==> config.mk <==
export PLATFORM = sky130hd
export DESIGN_NAME = fcd_decoder
export DESIGN_NICKNAME = d
export VERILOG_FILES = /design/src/core/fcd_pkg.sv /design/src/core/fcd_decoder.sv
export SDC_FILE = /design/constraint.sdc
export NUM_CORES = 1
export LEC_CHECK = 0
export BUFFER_PORTS_ARGS = -buffer_cell sky130_fd_sc_hd__buf_4
export CAP_MARGIN = 20
export CORE_MARGIN = 2
export CORE_UTILIZATION = 57
export CTS_BUF_LIST = sky130_fd_sc_hd__clkbuf_4 sky130_fd_sc_hd__clkbuf_8
export DETAILED_ROUTE_END_ITERATION = 16
export GPL_TIMING_DRIVEN = 0
export PLACE_DENSITY = 0.88
export SYNTH_ARGS = -nofsm -noshare
export SYNTH_HDL_FRONTEND = slang
export SYNTH_SLANG_ARGS = --single-unit
==> constraint.sdc <==
create_clock -name clock_in -period 7.89 [get_ports clock_in]
set_clock_uncertainty 0.2 [all_clocks]
set_input_delay 2.367 -clock clock_in [delete_from_list [all_inputs] [get_ports clock_in]]
set_output_delay 2.367 -clock clock_in [all_outputs]
set_load 0.02 [all_outputs]
==> src/core/fcd_pkg.sv <==
`default_nettype none
package fcd_pkg;
    localparam logic [7:0] CMD_READ_ARRAY = 8'hff;
    localparam logic [7:0] CMD_READ_STATUS = 8'h70;
    localparam logic [7:0] CMD_READ_QUERY = 8'h98;
    localparam logic [7:0] CMD_CLEAR_STATUS = 8'h50;
    localparam logic [7:0] CMD_WORD_PROG = 8'h40;
    localparam logic [7:0] CMD_WORD_PROG_ALT = 8'h10;
    localparam logic [7:0] CMD_BUF_PROG = 8'he8;
    localparam logic [7:0] CMD_CONFIRM = 8'hd0;
    localparam logic [7:0] CMD_FACTORY_SETUP = 8'h80;
    localparam logic [7:0] CMD_ERASE_SETUP = 8'h20;
    localparam logic [7:0] CMD_SUSPEND = 8'hb0;
    localparam logic [7:0] CMD_LOCK_SETUP = 8'h60;
    localparam logic [7:0] CMD_LOCK = 8'h01;
    localparam logic [7:0] CMD_LOCK_DOWN = 8'h2f;
    localparam int BUF_WORDS = 32;
    localparam int ST_READY = 7;
    localparam int ST_ERASE_SUSP = 6;
    localparam int ST_ERASE_ERR = 5;
    localparam int ST_PROG_ERR = 4;
    localparam int ST_PROG_SUSP = 2;
    localparam logic [7:0] STATUS_RESET = 8'h80;

    typedef enum {
        RM_ARRAY,
        RM_STATUS,
        RM_QUERY
    } fcd_read_e;

    typedef enum {
        OP_WORD,
        OP_BUFFER,
        OP_FACTORY,
        OP_ERASE,
        OP_LOCK,
        OP_UNLOCK,
        OP_LOCK_DOWN
    } fcd_op_e;

    // one command bus write captured at the strobe edge
    typedef struct packed {
        logic [23:0] addr;
        logic [15:0] data;
    } fcd_cycle_s;

    // request to the internal state machine
    typedef struct packed {
        logic [2:0] op;
        logic [23:0] addr;
        logic [15:0] data;
        logic [5:0] count;
    } fcd_req_s;
endpackage : fcd_pkg
`default_nettype wire

==> src/core/fcd_decoder.sv <==
// How it works
// - query code makes later reads show query data on the low eight lines.
// - engine only sets error bits; clear-status code alone clears them.
// - after word-program setup the next write gives address and data to program.
// - while programming only read-status and suspend are acted on.
// - status view refreshes only on chip-enable, output-enable or address-valid toggle.
// - alternate word-program setup code behaves exactly like the primary one.
// - buffered program takes a host-chosen word count, at most thirty-two.
// - confirm after buffer data makes the engine write the buffer.
// - factory setup waits for confirm; once factory mode runs, all else ignored.
// - confirm right after factory setup latches address, data and starts factory mode.
// - erase setup arms an erase of the block given by the confirm cycle.
// - non-confirm after erase setup sets status bits four, five and status mode.
// - confirm after erase setup latches address and data; engine erases block.
// - while erasing only read-status and suspend are acted on.
// - suspend code at any address suspends running program or erase.
// - suspend shows ready plus program-suspended or erase-suspended bit.
// - suspension holds regardless of controls until resume or reset.
// - resume code at any address restarts the suspended operation.
// - after lock setup a code other than lock, unlock, lock-down is sequence error.
// - read-array code selects array reads on all sixteen lines.
// - read-status code or any program or erase command selects status mode.
// - lock second cycle locks, unlocks or locks down the addressed block.
// - command address and data captured on first rising edge of strobe or enable.
`timescale 1ns/100ps
`default_nettype none
module fcd_decoder
    import fcd_pkg::*;
#(
    parameter int ADDR_W = 24
) (
    // clock and reset
    input wire logic clock_in,
    input wire logic rst_in,
    // flash bus pins
    input wire logic ce_n_in,
    input wire logic we_n_in,
    input wire logic oe_n_in,
    input wire logic addr_valid_n_in,
    input wire logic [ADDR_W-1:0] addr_in,
    input wire logic [15:0] dq_in,
    // internal state machine side
    input wire logic engine_busy_in,
    input wire logic engine_suspended_in,
    input wire logic engine_prog_err_in,
    input wire logic engine_erase_err_in,
    output logic engine_start_out,
    output fcd_req_s engine_req_out,
    output logic engine_suspend_out,
    output logic engine_resume_out,
    output logic engine_abort_out,
    output logic buf_write_out,
    output logic [4:0] buf_index_out,
    output logic [15:0] buf_data_out,
    // read path
    output logic [1:0] read_mode_out,
    output logic [7:0] status_view_out
);
    typedef enum {
        S_IDLE,
        S_WORD_DATA,
        S_BUF_COUNT,
        S_BUF_DATA,
        S_BUF_CONFIRM,
        S_FACT_CONFIRM,
        S_ERASE_CONFIRM,
        S_LOCK_CODE,
        S_BUSY,
        S_FACTORY
    } fcd_state_e;

    // pin synchronisers: three stages, change counted when stages 2 and 3 agree
    logic [2:0] ce_sync_r, we_sync_r, oe_sync_r, av_sync_r;
    logic ce_q_r, we_q_r, oe_q_r, av_q_r;
    always_ff @(posedge clock_in or posedge rst_in) begin
        if (rst_in) begin
            ce_sync_r <= 3'h7;
            we_sync_r <= 3'h7;
            oe_sync_r <= 3'h7;
            av_sync_r <= 3'h7;
            ce_q_r <= 1'b1;
            we_q_r <= 1'b1;
            oe_q_r <= 1'b1;
            av_q_r <= 1'b1;
        end else begin
            ce_sync_r <= {ce_sync_r[1:0], ce_n_in};
            we_sync_r <= {we_sync_r[1:0], we_n_in};
            oe_sync_r <= {oe_sync_r[1:0], oe_n_in};
            av_sync_r <= {av_sync_r[1:0], addr_valid_n_in};
            if (ce_sync_r[2] == ce_sync_r[1]) ce_q_r <= ce_sync_r[2];
            if (we_sync_r[2] == we_sync_r[1]) we_q_r <= we_sync_r[2];
            if (oe_sync_r[2] == oe_sync_r[1]) oe_q_r <= oe_sync_r[2];
            if (av_sync_r[2] == av_sync_r[1]) av_q_r <= av_sync_r[2];
        end
    end

    // write cycle open while both strobes low; ends on the first to rise
    logic wr_open_r;
    fcd_cycle_s cyc_r;
    wire wr_active = !ce_q_r && !we_q_r && oe_q_r;
    wire wr_end = wr_open_r && !wr_active;
    always_ff @(posedge clock_in or posedge rst_in) begin
        if (rst_in) begin
            wr_open_r <= 1'b0;
            cyc_r <= '0;
        end else begin
            wr_open_r <= wr_active;
            if (wr_active) cyc_r <= '{addr: 24'(addr_in), data: dq_in};
        end
    end

    wire [7:0] code = cyc_r.data[7:0];
    wire is_confirm = code == CMD_CONFIRM;
    wire is_word = code == CMD_WORD_PROG || code == CMD_WORD_PROG_ALT;
    wire is_lock_code = code == CMD_LOCK || is_confirm || code == CMD_LOCK_DOWN;

    fcd_state_e state_r, state_nxt;
    fcd_read_e rmode_r, rmode_nxt;
    logic susp_prog_r, susp_erase_r;
    logic [5:0] count_r;
    logic [4:0] idx_r;
    fcd_req_s req_r;
    logic start_r, susp_r, resume_r;
    logic op_erase_r;

    // next state from the previous command and the new code
    always_comb begin
        state_nxt = state_r;
        rmode_nxt = rmode_r;
        if (wr_end) begin
            case (state_r)
                S_IDLE: begin
                    if (code == CMD_READ_ARRAY) rmode_nxt = RM_ARRAY;
                    else if (code == CMD_READ_STATUS) rmode_nxt = RM_STATUS;
                    else if (code == CMD_READ_QUERY) rmode_nxt = RM_QUERY;
                    if (is_word) state_nxt = S_WORD_DATA;
                    else if (code == CMD_BUF_PROG) state_nxt = S_BUF_COUNT;
                    else if (code == CMD_FACTORY_SETUP) state_nxt = S_FACT_CONFIRM;
                    else if (code == CMD_ERASE_SETUP) state_nxt = S_ERASE_CONFIRM;
                    else if (code == CMD_LOCK_SETUP) state_nxt = S_LOCK_CODE;
                    else if (is_confirm && (susp_prog_r || susp_erase_r))
                        state_nxt = S_BUSY;
                    if (is_word || code == CMD_BUF_PROG || code == CMD_FACTORY_SETUP
                        || code == CMD_ERASE_SETUP) rmode_nxt = RM_STATUS;
                end
                S_WORD_DATA: state_nxt = S_BUSY;
                S_BUF_COUNT: state_nxt = S_BUF_DATA;
                S_BUF_DATA: if (idx_r == 5'(count_r - 6'h01)) state_nxt = S_BUF_CONFIRM;
                S_BUF_CONFIRM: state_nxt = is_confirm ? S_BUSY : S_IDLE;
                S_FACT_CONFIRM: state_nxt = is_confirm ? S_FACTORY : S_IDLE;
                S_ERASE_CONFIRM: begin
                    state_nxt = is_confirm ? S_BUSY : S_IDLE;
                    rmode_nxt = RM_STATUS;
                end
                S_LOCK_CODE: state_nxt = S_IDLE;
                S_BUSY: begin
                    // only read-status and suspend are acted on
                    if (code == CMD_READ_STATUS) rmode_nxt = RM_STATUS;
                    else if (code == CMD_SUSPEND) state_nxt = S_IDLE;
                end
                S_FACTORY: state_nxt = S_FACTORY;
                default: state_nxt = S_IDLE;
            endcase
        end else if (state_r == S_BUSY && !engine_busy_in && !start_r && !resume_r) begin
            state_nxt = S_IDLE;
        end else if (state_r == S_FACTORY && !engine_busy_in && !start_r) begin
            state_nxt = S_IDLE;
        end
    end

    always_ff @(posedge clock_in or posedge rst_in) begin
        if (rst_in) begin
            state_r <= S_IDLE;
            rmode_r <= RM_ARRAY;
        end else begin
            state_r <= state_nxt;
            rmode_r <= rmode_nxt;
        end
    end

    // requests to the internal state machine
    wire go_word = wr_end && state_r == S_WORD_DATA;
    wire go_buf = wr_end && state_r == S_BUF_CONFIRM && is_confirm;
    wire go_fact = wr_end && state_r == S_FACT_CONFIRM && is_confirm;
    wire go_erase = wr_end && state_r == S_ERASE_CONFIRM && is_confirm;
    wire go_lock = wr_end && state_r == S_LOCK_CODE && is_lock_code;
    wire go_susp = wr_end && state_r == S_BUSY && code == CMD_SUSPEND;
    wire go_resume = wr_end && state_r == S_IDLE && is_confirm && (susp_prog_r || susp_erase_r);
    wire bad_seq = wr_end && ((state_r == S_ERASE_CONFIRM && !is_confirm)
        || (state_r == S_LOCK_CODE && !is_lock_code));
    wire clr_status = wr_end && state_r == S_IDLE && code == CMD_CLEAR_STATUS;
    wire [2:0] lock_op = code == CMD_LOCK ? 3'(OP_LOCK)
        : (is_confirm ? 3'(OP_UNLOCK) : 3'(OP_LOCK_DOWN));
    wire [2:0] req_op = go_word ? 3'(OP_WORD) : go_buf ? 3'(OP_BUFFER)
        : go_fact ? 3'(OP_FACTORY) : go_erase ? 3'(OP_ERASE) : lock_op;

    always_ff @(posedge clock_in or posedge rst_in) begin
        if (rst_in) begin
            req_r <= '0;
            start_r <= 1'b0;
            susp_r <= 1'b0;
            resume_r <= 1'b0;
            count_r <= '0;
            idx_r <= '0;
            op_erase_r <= 1'b0;
        end else begin
            start_r <= go_word || go_buf || go_fact || go_erase || go_lock;
            susp_r <= go_susp;
            resume_r <= go_resume;
            if (go_word || go_buf || go_fact || go_erase || go_lock)
                req_r <= '{op: req_op, addr: cyc_r.addr, data: cyc_r.data,
                    count: count_r};
            if (go_erase) op_erase_r <= 1'b1;
            else if (go_word || go_buf || go_fact) op_erase_r <= 1'b0;
            if (wr_end && state_r == S_BUF_COUNT) begin
                // host writes N-1; capped at the buffer size
                count_r <= (cyc_r.data >= 16'(BUF_WORDS)) ? 6'(BUF_WORDS)
                    : 6'(cyc_r.data + 16'h0001);
                idx_r <= '0;
            end else if (wr_end && state_r == S_BUF_DATA) begin
                idx_r <= idx_r + 5'h01;
            end
        end
    end

    // suspend flags: held until resume or reset only
    always_ff @(posedge clock_in or posedge rst_in) begin
        if (rst_in) begin
            susp_prog_r <= 1'b0;
            susp_erase_r <= 1'b0;
        end else if (resume_r) begin
            susp_prog_r <= 1'b0;
            susp_erase_r <= 1'b0;
        end else if (susp_r) begin
            susp_prog_r <= !op_erase_r;
            susp_erase_r <= op_erase_r;
        end
    end

    // error bits: set wins over clear
    logic prog_err_r, erase_err_r;
    always_ff @(posedge clock_in or posedge rst_in) begin
        if (rst_in) begin
            prog_err_r <= 1'b0;
            erase_err_r <= 1'b0;
        end else begin
            prog_err_r <= bad_seq || engine_prog_err_in || (prog_err_r && !clr_status);
            erase_err_r <= bad_seq || engine_erase_err_in
                || (erase_err_r && !clr_status);
        end
    end

    // live status, frozen to the output only on a control toggle
    logic [7:0] status_live;
    always_comb begin
        status_live = 8'h00;
        status_live[ST_READY] = !engine_busy_in || engine_suspended_in;
        status_live[ST_ERASE_SUSP] = susp_erase_r;
        status_live[ST_ERASE_ERR] = erase_err_r;
        status_live[ST_PROG_ERR] = prog_err_r;
        status_live[ST_PROG_SUSP] = susp_prog_r;
    end
    logic ce_d_r, oe_d_r, av_d_r, seq_first_r;
    logic [7:0] status_r;
    wire refresh = (ce_q_r && !ce_d_r) || (oe_q_r && !oe_d_r) || (av_q_r && !av_d_r);
    always_ff @(posedge clock_in or posedge rst_in) begin
        if (rst_in) begin
            ce_d_r <= 1'b1;
            oe_d_r <= 1'b1;
            av_d_r <= 1'b1;
            status_r <= STATUS_RESET;
            seq_first_r <= 1'b1;
        end else begin
            ce_d_r <= ce_q_r;
            oe_d_r <= oe_q_r;
            av_d_r <= av_q_r;
            seq_first_r <= 1'b0;
            if (refresh) status_r <= status_live;
        end
    end

    assign engine_start_out = start_r;
    assign engine_req_out = req_r;
    assign engine_suspend_out = susp_r;
    assign engine_resume_out = resume_r;
    assign engine_abort_out = rst_in || seq_first_r;
    assign buf_write_out = wr_end && state_r == S_BUF_DATA;
    assign buf_index_out = idx_r;
    assign buf_data_out = cyc_r.data;
    assign read_mode_out = 2'(rmode_r);
    assign status_view_out = status_r;

    // checks
    property p_err_hold;
        @(posedge clock_in) disable iff (rst_in)
        prog_err_r && !clr_status |=> prog_err_r;
    endproperty
    a_err_hold: assert property (p_err_hold) else $error("error bit lost");
    property p_word_start;
        @(posedge clock_in) disable iff (rst_in)
        go_word |=> start_r && req_r.op == 3'(OP_WORD) && req_r.data == $past(cyc_r.data);
    endproperty
    a_word_start: assert property (p_word_start) else $error("word start wrong");
    property p_busy_ignore;
        @(posedge clock_in) disable iff (rst_in)
        state_r == S_BUSY && wr_end && code != CMD_SUSPEND |=> !start_r && !susp_r;
    endproperty
    a_busy_ignore: assert property (p_busy_ignore) else $error("busy acted");
    property p_erase_bad;
        @(posedge clock_in) disable iff (rst_in)
        wr_end && state_r == S_ERASE_CONFIRM && !is_confirm
            |=> prog_err_r && erase_err_r && rmode_r == RM_STATUS;
    endproperty
    a_erase_bad: assert property (p_erase_bad) else $error("no sequence error");
    property p_lock_bad;
        @(posedge clock_in) disable iff (rst_in)
        wr_end && state_r == S_LOCK_CODE && !is_lock_code |=> erase_err_r && !start_r;
    endproperty
    a_lock_bad: assert property (p_lock_bad) else $error("lock error missed");
    property p_susp;
        @(posedge clock_in) disable iff (rst_in)
        go_susp |=> susp_r ##1 (susp_prog_r != susp_erase_r);
    endproperty
    a_susp: assert property (p_susp) else $error("suspend not shown");
    property p_status_still;
        @(posedge clock_in) disable iff (rst_in)
        !refresh |=> $stable(status_r);
    endproperty
    a_status_still: assert property (p_status_still) else $error("status moved");
    property p_factory_lock;
        @(posedge clock_in) disable iff (rst_in)
        state_r == S_FACTORY && engine_busy_in |=> state_r == S_FACTORY;
    endproperty
    a_factory_lock: assert property (p_factory_lock) else $error("factory left");
endmodule : fcd_decoder
`default_nettype wire

==> results of run 1 <==
==> cells in the final DEF (no fill, tap or decap), types with 4 or more instances in the layout <==
cell / count
nand4_1: 6
o22ai_1: 4
nor2b_1: 5
xor2_1: 7
inv_1: 11
buf_4: 155
dfstp_2: 21
bufinv_16: 4
buf_1: 5
nand2b_1: 6
xnor2_1: 11
buf_2: 4
mux2_2: 50
clkbuf_8: 22
maj3_1: 4
o21ai_0: 12
conb_1: 4
o31a_1: 4
dfrtp_1: 119
a31oi_1: 5
nor2_1: 25
ha_1: 5
nor3b_1: 4
a21oi_1: 8
mux2_4: 38
clkbuf_1: 4
nand2_1: 26
nand3_1: 13
==> cell usage after synthesis (all sizes together), types with 2 or more instances <==
library cell    n
nand4           6
o22ai           4
maj3            4
nor3b           5
nor4b           3
a211oi          2
nor2b           6
o221a           2
nand3          14
nand2          26
nand3b          2
dfstp          21
mux2           90
nor4            2
ha              5
a31oi           5
a32oi           3
clkbuf          4
mux2i           3
a211o           2
or2             2
inv            14
nand2b          7
xnor2          11
o31ai           3
and3            3
o21a            2
buf            37
a21oi           8
dfrtp         119
xor2            7
o31a            4
or3             2
o21ai          12
nor2           27
==> power by group <==
| part | leakage, nW | internal, mW | switching [mW] |
|---|---|---|---|
| logic | 1.84 | 0.434 | 0.425 |
| registers | 1.73 | 0.892 | 0.124 |
| clock network | 0.240 | 0.392 | 0.268 |
| total | 3.81 | 1.72 | 0.818 |
==> per-layer routing <==
layer,vias to the layer above,GRT usage (%)
li1,1970,-
met1,2119,31.8
met2,148,41.9
met3,27,8.83
met4,0,10.4
met5,-,0
==> registers in the layout, summed over array words and instances (netlist names), 3 cells and up <==
register / flops
state_r: 4
cyc_r: 24
we_sync_r: 3
oe_sync_r: 3
count_r: 6
av_sync_r: 3
buf_data_out: 16
engine_req_out: 49
ce_sync_r: 3
buf_index_out: 5
status_view_out: 5
==> final timing paths <==
check | endpoint | slack [ps] | cells past startpoint
worst min-delay path | we_sync_r[1]$_DFF_PP1_ | 160 | 0
worst min register to register | we_sync_r[1]$_DFF_PP1_ | 160 | 0
worst max-delay path | engine_abort_out | 2400 | 3
max in group asynchronous | av_d_r$_DFF_PP1_ | 4940 | 3
worst max register to register | engine_req_out[1]$_DFFE_PP0P_ | 4840 | 10
min in group asynchronous | engine_req_out[10]$_DFFE_PP0P_ | 1750 | 2
==> cells by family after synthesis <==
| group | count (synthesis) |
|---|---|
| flops | 140 |
| compound gates | 55 |
| mux | 93 |
| fa+ha+maj | 9 |
| buf+inv | 55 |
| other cells | 1 |
| xor+xnor | 18 |
| simple gates | 109 |
==> layout make-up <==
| cell class | count | share of cell area, % |
|---|---|---|
| Buffer | 41 | 3.54 |
| Clock buffer | 23 | 3.88 |
| Multi-Input combinational cell | 288 | 30.9 |
| Sequential cell | 140 | 44.1 |
| Timing Repair Buffer | 132 | 12.6 |
| Inverter | 14 | 0.782 |
| Clock inverter | 9 | 1.96 |
| Tap cell | 140 | 2.19 |
==> per-stage QoR <==
step                      instance area [sq um]  power (mW)  hold slack, ps
final                                      8000        2.53             158
after global routing                       8000        2.66             166
after CTS                                  8000        2.55             158
after detailed placement                   7530        1.88             147
after global placement                     7500        1.85             146
after floorplan                            6340        1.56             145
==> run metrics, run 1 <==
status completed; Iter 0 DRT Violations 180; vias 4264; type of the worst setup path input pin to output pin; clk sinks 140; ant diodes 0; worst skew pair latency 450 ps; Max stage delay on crit path 270 ps; full die area 12000 sq um; max-cap violations 0; cell count after synthesis 480; Initial Util 58.4%; Routed WL 14.3 mm; Syn Std Cell Area 6330 sq um; Post-route DRC 0; final setup margin 2400 ps; clock period minus worst slack 5490 ps; die width 109 um; Top-Level Pins 135; Yosys top cell by area dfrtp_1; Syn Area/Cell 13.2 sq um; Synth Area in Adders 1.62%; CTS Hold Buffers Added 0; share of cells above drive strength 1 49.6%; crit-path cells buf_4 > or2_2 > buf_4; CP max-delay cell or2_2; vias per cell 5.42; Routability Congestion 0.914; WL/cell 18.2 um; Reg-to-Reg Start buf_data_out[0]$_DFFE_PP0P_; multi-input logic area 2470 sq um; drt first pass iters 4; core area 10800 sq um; critical path's most frequent cell buf_4; CP Buf/Inv Count 2; Worst-path clk slew 80 ps; final hold vios 0; worst-case clock buffer depth 2; antenna violations before repair 0; Synth area leaders dfrtp_1 47%, mux2_4 9.0%, mux2_2 8.9%, dfstp_2 8.7%, buf_4 2.8%; WP data arrival 2920 ps; Place WS 2400 ps; hold_sp we_sync_r[0]$_DFF_PP1_; std cell rows 38; area delta synth->final 26.4%; Layout Utilization 73.8%; Netlist cell types 62; fin nets 689; post-route setup TNS 0 ps; final non-filler cell total 787; root buf cell clkbuf_8; register area 3530 sq um; Top Metal Used met4; relative slew slack 57.5%; post-DP HPWL 10.4 mm; Max VDD drop 232 uV; EDFF count, synth 0; I/O Buffers 131; unrepaired setup endpoints after global routing no; XOR/XNOR Fraction of Synth Area 2.49%; Final period util 69.6%; #FFs+latches synth 140; largest net degree at the start of global routing 92; first-pass GRT wire length 23.0 mm; worst-path fanout max 2; WL met1 5.75 mm; Synth top area share 47.1%; Die Height 109 um; Post-synth top flop dfrtp_1; ys async rst share 100%; worst path required time 5320 ps; met2 wire length 7.24 mm; Synth Warn # 0; Tightest Hold Check Type register to register; Final setup viols 0; CTS tree yes; crit path capture type output pin; Worst setup SP type input pin; max-slew violations 0; CTS Buf Count 17; Fillers 728; total track usage 25.8%; vias in the first global route 4514; Max Clk Rate 0.182 GHz; GR Overflow Total 0; DR WL met3 1.04 mm; ANT nets after route 0; simple-gate share of the synthesized area 9.67%; mux share of post-synthesis cell area 18.7%; Slew @ Worst Pin 638 ps; Post CTS Setup Buffer Count 0; sequential fraction of the synthesis area 55.8%; Compound-Gate Fraction of Synth Area 6.25%; H-tree levels 4; largest family of logic cells by synthesized area multiplexers; critical path startpoint rst_in; Leakage 3.81 nW; Power per Cell Area 317 nW/um^2; Resized Gates After CTS 0; Inst Count DP 755; CP delay by family, top buffers and inverters
Note: power is estimated with default switching activity, not from simulation.
==> inputs of run 2 (changes only) <==
- CORE_UTILIZATION: 57 -> 51
- PLACE_DENSITY: 0.88 -> 0.83
- clock period: 7.89 -> 4.88 ns (I/O delays scaled with it)
==> run 2 against run 1 <==
Compared with the run above: core utilization down 7.1 points; worst hold slack barely moved; via count up 0.52%; critical path type is now register to output pin; first-iteration DRC count up 19%; wire length is 3.2% lower; clock power up 55%.
==> run metrics, run 2 (synthesized netlist as in run 1, its figures left out) <==
status completed; Post-route DRC 0 (unchanged); crit-path cells nor2_2 > nor4b_4 > buf_4; Max Clk Rate 0.271 GHz; register area 3530 sq um (unchanged); worst-path fanout max 9 (+7); total track usage 22.5% (-3.3 points); most common cell after layout, fill and taps aside buf_4; Top-Level Pins 135 (unchanged); Top Metal Used met4; Slew @ Worst Pin 637 ps (-0.961 ps); drt first pass iters 5 (+1); fin nets 691 (+0.29%); Worst R2R End engine_req_out[9]$_DFFE_PP0P_; ANT nets after route 0 (unchanged); Initial Util 52.5% (-5.9 points); max-cap violations 0 (unchanged); unrepaired setup endpoints after global routing no; hold endpoint av_sync_r[1]$_DFF_PP1_; vias per cell 5.25 (-3.2%); std cell rows 40 (+5.3%); vias in the first global route 4521 (+0.16%); commonest non-fill, non-tap cells in the layout 155 x buf_4, 119 x dfrtp_1, 50 x mux2_2; relative slew slack 57.6% (+0.064 points); Post CTS Setup Buffer Count 0 (unchanged); reg2reg path depth 10 (unchanged); CTS tree yes; vias 4286 (+0.52%); WL met1 5.69 mm (-1.1%); Worst setup SP type register; hold_sp av_sync_r[0]$_DFF_PP1_; CTS Buf Count 17 (unchanged); full die area 13300 sq um (+11%); antenna violations before repair 0 (unchanged); area delta synth->final 27.1%; Final period util 75.5%; max FFs per register 49 (unchanged); clock period minus worst slack 3690 ps; WL/cell 17.0 um (-6.7%); share of cells above drive strength 1 49.8% (+0.16 points); ant diodes 0 (unchanged); H-tree levels 4 (unchanged); DR WL met3 1.31 mm (+26%); Max stage delay on crit path 590 ps (+320 ps); Routability Congestion 0.838 (-8.3%); Iter 0 DRT Violations 214 (+19%); Hold Path Depth 0 (unchanged); r2r setup slk 1750 ps (-3090 ps); Die Height 115 um (+5.5%); Max VDD drop 314 uV (+36%); final hold vios 0 (unchanged); Final setup viols 0 (unchanged); Tightest Hold Check Type register to register; crit path capture type output pin; Layout Utilization 66.6% (-7.1 points); CP delay by family, top simple AND/OR/NAND/NOR gates; type of the worst setup path register to output pin; worst path required time 3220 ps (-2100 ps); I/O Buffers 131 (unchanged); die width 115 um (+5.5%); core area 12100 sq um (+11%); Fillers 902 (+24%); Worst-path clk slew 70 ps (about the same); CTS Hold Buffers Added 0 (unchanged); Worst Hold Slack 157 ps (-0.443 ps); CP Buf/Inv Count 1 (-1); first-pass GRT wire length 22.9 mm (about the same); Resized Gates After CTS 0 (unchanged); WP data arrival 2020 ps (-900 ps); CP max-delay cell nor4b_4; multi-input logic area 2470 sq um (unchanged); Routed WL 13.9 mm (-3.2%); met2 wire length 6.67 mm (-7.9%); post-DP HPWL 10.3 mm (-1.3%); root buf cell clkbuf_8; Reg-to-Reg Start buf_data_out[0]$_DFFE_PP0P_; worst-case clock buffer depth 2 (unchanged); max-slew violations 0 (unchanged); post-route setup TNS 0 ps (unchanged); Power per Cell Area 502 nW/um^2 (+58%); Leakage 3.81 nW (about the same); GR Overflow Total 0 (unchanged); clk sinks 140 (unchanged); worst skew pair latency 440 ps (about the same); largest net degree at the start of global routing 44 (-52%)
==> run 2: changes by cell type in the layout (fill, tap and decap cells not counted), sizes merged <==
cell,before,now
inv,15,13
clkbuf,27,25
clkinvlp,0,1
clkinv,4,7
buf,169,171
==> run 2: metal layers <==
layer | vias to the layer above | GRT usage (%)
met2 | 178 | 35.6
met5 | - | 0
li1 | 1976 | -
met4 | 0 | 7.23
met1 | 2112 | 28.3
met3 | 20 | 9.44
==> run 2: worst register-to-register path: stages (launching register included) <==
cell and delay [ps]:
dfrtp_1 480, inv_1 100, ha_1 220, nor3b_4 170, a32oi_1 430, o41ai_2 230, mux2i_1 280, o221a_4 320
inv_4 110, buf_8 170, mux2_4 290
==> run 2: layout make-up <==
cell class                 count  area share [%]
sequential                   140            43.9
multi-input combinational    288            30.7
timing repair buffer         134            13.0
buffer                        41            3.52
clock buffer                  21            3.44
tap                          168            2.61
clock inverter                11            2.07
inverter                      14           0.763
==> run 2: where the power goes <==
group,internal [mW],switching (mW),leakage (nW)
registers,1.44,0.193,1.73
logic,0.703,0.677,1.85
clock network,0.594,0.426,0.230
total,2.74,1.30,3.81
==> run 2: how the worst max path moves through the flow <==
stage / start / to / slack (ps) / depth (start not counted)
3_5_place_dp: rst_in / engine_abort_out / 1210 / 3
3_3_place_gp: rst_in / engine_req_out[25]$_DFFE_PP0P_ / 740 / 2
5_1_grt: state_r[1]$_DFFE_PP0P_ / buf_write_out / 1060 / 4
2_1_floorplan: rst_in / engine_abort_out / 1430 / 1
4_1_cts: ce_q_r$_DFFE_PP1N_ / buf_write_out / 1160 / 4
6_report: state_r[3]$_DFFE_PP0P_ / buf_write_out / 1190 / 3
==> run 2: per-stage QoR <==
step	total power, mW	instance area [sq um]	worst slack (ps)	cells
floorplan	2.52	6340	1430	483
global placement	2.99	7540	742	782
detailed placement	3.04	7600	1210	785
CTS	4.07	8040	1160	817
global route	4.25	8040	1060	817
finish	4.04	8040	1190	817
==> inputs of run 3 (changes only) <==
- ABC_AREA: unset -> 1
- PLACE_DENSITY: 0.83 -> 0.84
- clock period: 4.88 -> 3.1 ns (I/O delays scaled with it)
==> run 3 against run 2 <==
Compared with the run above: via count increased by 24%; cell area decreased by 1.5%; flip-flop and latch count unchanged; worst setup slack got worse by 1100 ps; core utilization decreased by 0.44 points; area after synthesis decreased by 1.8%; register-to-register slack got worse by 1100 ps; non-clock buffer count decreased by 2; global-route usage increased by 2.3 points; synthesized cell count increased by 56%; critical path type unchanged; wire length increased by 8.5%.
==> run metrics, run 3 <==
Reg-to-Reg Start buf_data_out[0]$_DFFE_PP0P_; Max VDD drop 516 uV (+64%); status completed; relative slew slack 33.0% (-25 points); Power per Cell Area 795 nW/um^2 (+58%); Slew @ Worst Pin 1010 ps (+369 ps); ANT nets after route 0 (unchanged); Layout Utilization 66.2% (-0.44 points); cell count after synthesis 749 (+56%); Worst-path clk slew 80 ps (about the same); root buf cell clkbuf_8; list of most frequent post-synthesis cells 344 x nand2_1, 119 x dfrtp_1, 54 x nor2_1, 50 x inv_1, 34 x nand3_1; Max Clk Rate 0.335 GHz; Worst Hold Slack 156 ps (-0.943 ps); reg2reg path depth 12 (+2); hold_sp we_sync_r[0]$_DFF_PP1_; I/O Buffers 131 (unchanged); drt first pass iters 4 (-1); antenna violations before repair 0 (unchanged); area post-placement 7450 sq um (-1.9%); sequential fraction of the synthesis area 56.8% (+1.0 points); max-cap violations 0 (unchanged); ys async rst share 100% (unchanged); crit path capture type output pin; WP data arrival 1850 ps (-170 ps); largest net degree at the start of global routing 45 (+2.3%); Final setup viols 0 (unchanged); Hold Path Depth 0 (unchanged); unrepaired setup endpoints after global routing no; type of the worst setup path register to output pin; r2r setup slk 690 ps (-1060 ps); final non-filler cell total 1065 (+30%); Worst setup SP type register; vias 5302 (+24%); worst path required time 1970 ps (-1250 ps); post-DP HPWL 10.9 mm (+6.2%); ant diodes 0 (unchanged); Final period util 96.2%; commonest non-fill, non-tap cells in the layout 343 x nand2_1, 151 x buf_4, 119 x dfrtp_1; full die area 13100 sq um (-1.8%); vias per cell 4.98 (-5.1%); design area 7920 sq um (-1.5%); Initial Util 51.9% (-0.52 points); vias in the first global route 5230 (+16%); first-pass GRT wire length 25.3 mm (+10%); max-slew violations 0 (unchanged); area delta synth->final 27.5%; count leader, synth nand2_1; #FFs+latches synth 140 (unchanged); worst skew pair latency 440 ps (about the same); H-tree levels 4 (unchanged); Routed WL 15.1 mm (+8.5%); Die Height 114 um (-0.88%); Inst Count DP 1033 (+32%); Routability Congestion 0.935 (+12%); max FFs per register 49 (unchanged); hold endpoint we_sync_r[1]$_DFF_PP1_; EDFF count, synth 0 (unchanged); Syn Area/Cell 8.29 sq um (-37%); post-route setup TNS 0 ps (unchanged); worst-case clock buffer depth 2 (unchanged); CTS Hold Buffers Added 0 (unchanged); Post-synth top flop dfrtp_1; clk sinks 140 (unchanged); total track usage 24.9% (+2.3 points); CTS Buf Count 17 (unchanged); worst-path fanout max 10 (+1); fin nets 960 (+39%); core area 12000 sq um (-0.83%); Iter 0 DRT Violations 287 (+34%); Post-route DRC 0 (unchanged); Synth area leaders dfrtp_1 48%, nand2_1 21%, dfstp_2 8.9%, nor2_1 3.3%, inv_1 3.0%; Top-Level Pins 135 (unchanged); GR Overflow Total 0 (unchanged); Netlist cell types 34 (-45%); CTS tree yes; most common cell after layout, fill and taps aside nand2_1; WL/cell 14.1 um (-17%); Synth top area share 47.9% (+0.87 points); die width 114 um (-0.88%); Tightest Hold Check Type register to register; Post CTS Setup Buffer Count 0 (unchanged); Synth Warn # 0 (unchanged); Yosys top cell by area dfrtp_1; Leakage 4.31 nW (+13%); std cell rows 40 (unchanged); final hold vios 0 (unchanged); Syn Std Cell Area 6210 sq um (-1.8%); clock period minus worst slack 2980 ps; Worst R2R End engine_req_out[12]$_DFFE_PP0P_; share of cells above drive strength 1 26.4% (-23 points)
==> run 3: cell count changes after synthesis, sizes merged, moves of 10 or more <==
| cell | previous run | this run |
|---|---|---|
| nand2 | 26 | 349 |
| mux2 | 90 | 2 |
| inv | 14 | 54 |
| nor2 | 27 | 58 |
| nand3 | 14 | 35 |
| o21ai | 12 | 22 |
| xnor2 | 11 | 1 |
==> run 3: worst max path at each step <==
stage	end	slack, ps	start	depth (start not counted)
global route	buf_write_out	20	ce_q_r$_DFFE_PP1N_	7
finish	buf_write_out	120	ce_q_r$_DFFE_PP1N_	7
CTS	buf_write_out	4	ce_q_r$_DFFE_PP1N_	7
detailed placement	buf_write_out	290	ce_q_r$_DFFE_PP1N_	7
global placement	status_view_out[2]$_DFFE_PP0P_	-600	rst_in	2
floorplan	buf_data_out[0]$_DFFE_PP0P_	240	rst_in	1
==> run 3: layer usage <==
| metal | GRT usage, % | wire length (um) | up-vias |
|---|---|---|---|
| met3 | 7.78 | 1020 | 24 |
| met1 | 30.9 | 6350 | 2500 |
| met5 | 0 | 0 | - |
| li1 | - | - | 2609 |
| met4 | 9.76 | 276 | 0 |
| met2 | 40.8 | 7420 | 169 |
==> run 3: cells by family after synthesis <==
family                     Yosys count  synth area share [%]
DFF                                140                  56.8
and+or+nand+nor                    456                  29.3
muxes                                2                 0.363
other                                1                0.0604
xor gates and xnor gates             3                 0.423
buffers and inverters               94                  7.41
AOI/OAI and AO/OA                   44                  3.95
adders and majority gates            9                  1.65
==> run 3: cell type report <==
class	count	area (sq um)
Fill cell	971	4040
Sequential cell	140	3530
Multi-Input combinational cell	518	2240
Timing Repair Buffer	134	1040
Clock buffer	21	264
Buffer	39	254
Inverter	55	213
Clock inverter	11	191
Tap cell	147	184
==> run 3: where the power goes <==
part           internal, mW  total, mW  switching [mW]
registers              2.28       2.61           0.338
clock network         0.993       1.69           0.692
logic                 0.814       2.00            1.19
total                  4.08       6.30            2.22
==> run 3: critical path: stages (launching register included) <==
cell     delay [ps]
dfstp_2         560
nor2_1           60
nand2_2         150
nand2_4         140
inv_4           120
nand2_2         100
inv_2           120
buf_4           150
==> run 3: what timing repair did <==
action,CTS,global route
gates resized for setup,3,2
cloned,0,0
hold endpoints to repair,0,0
setup endpoints to repair,1,1
==> run 3: stage by stage <==
stage	worst slack (ps)	power [mW]
5_1_grt	25.0	6.67
3_3_place_gp	-596	4.57
6_report	119	6.30
4_1_cts	3.51	6.33
3_5_place_dp	288	4.63
2_1_floorplan	238	3.79
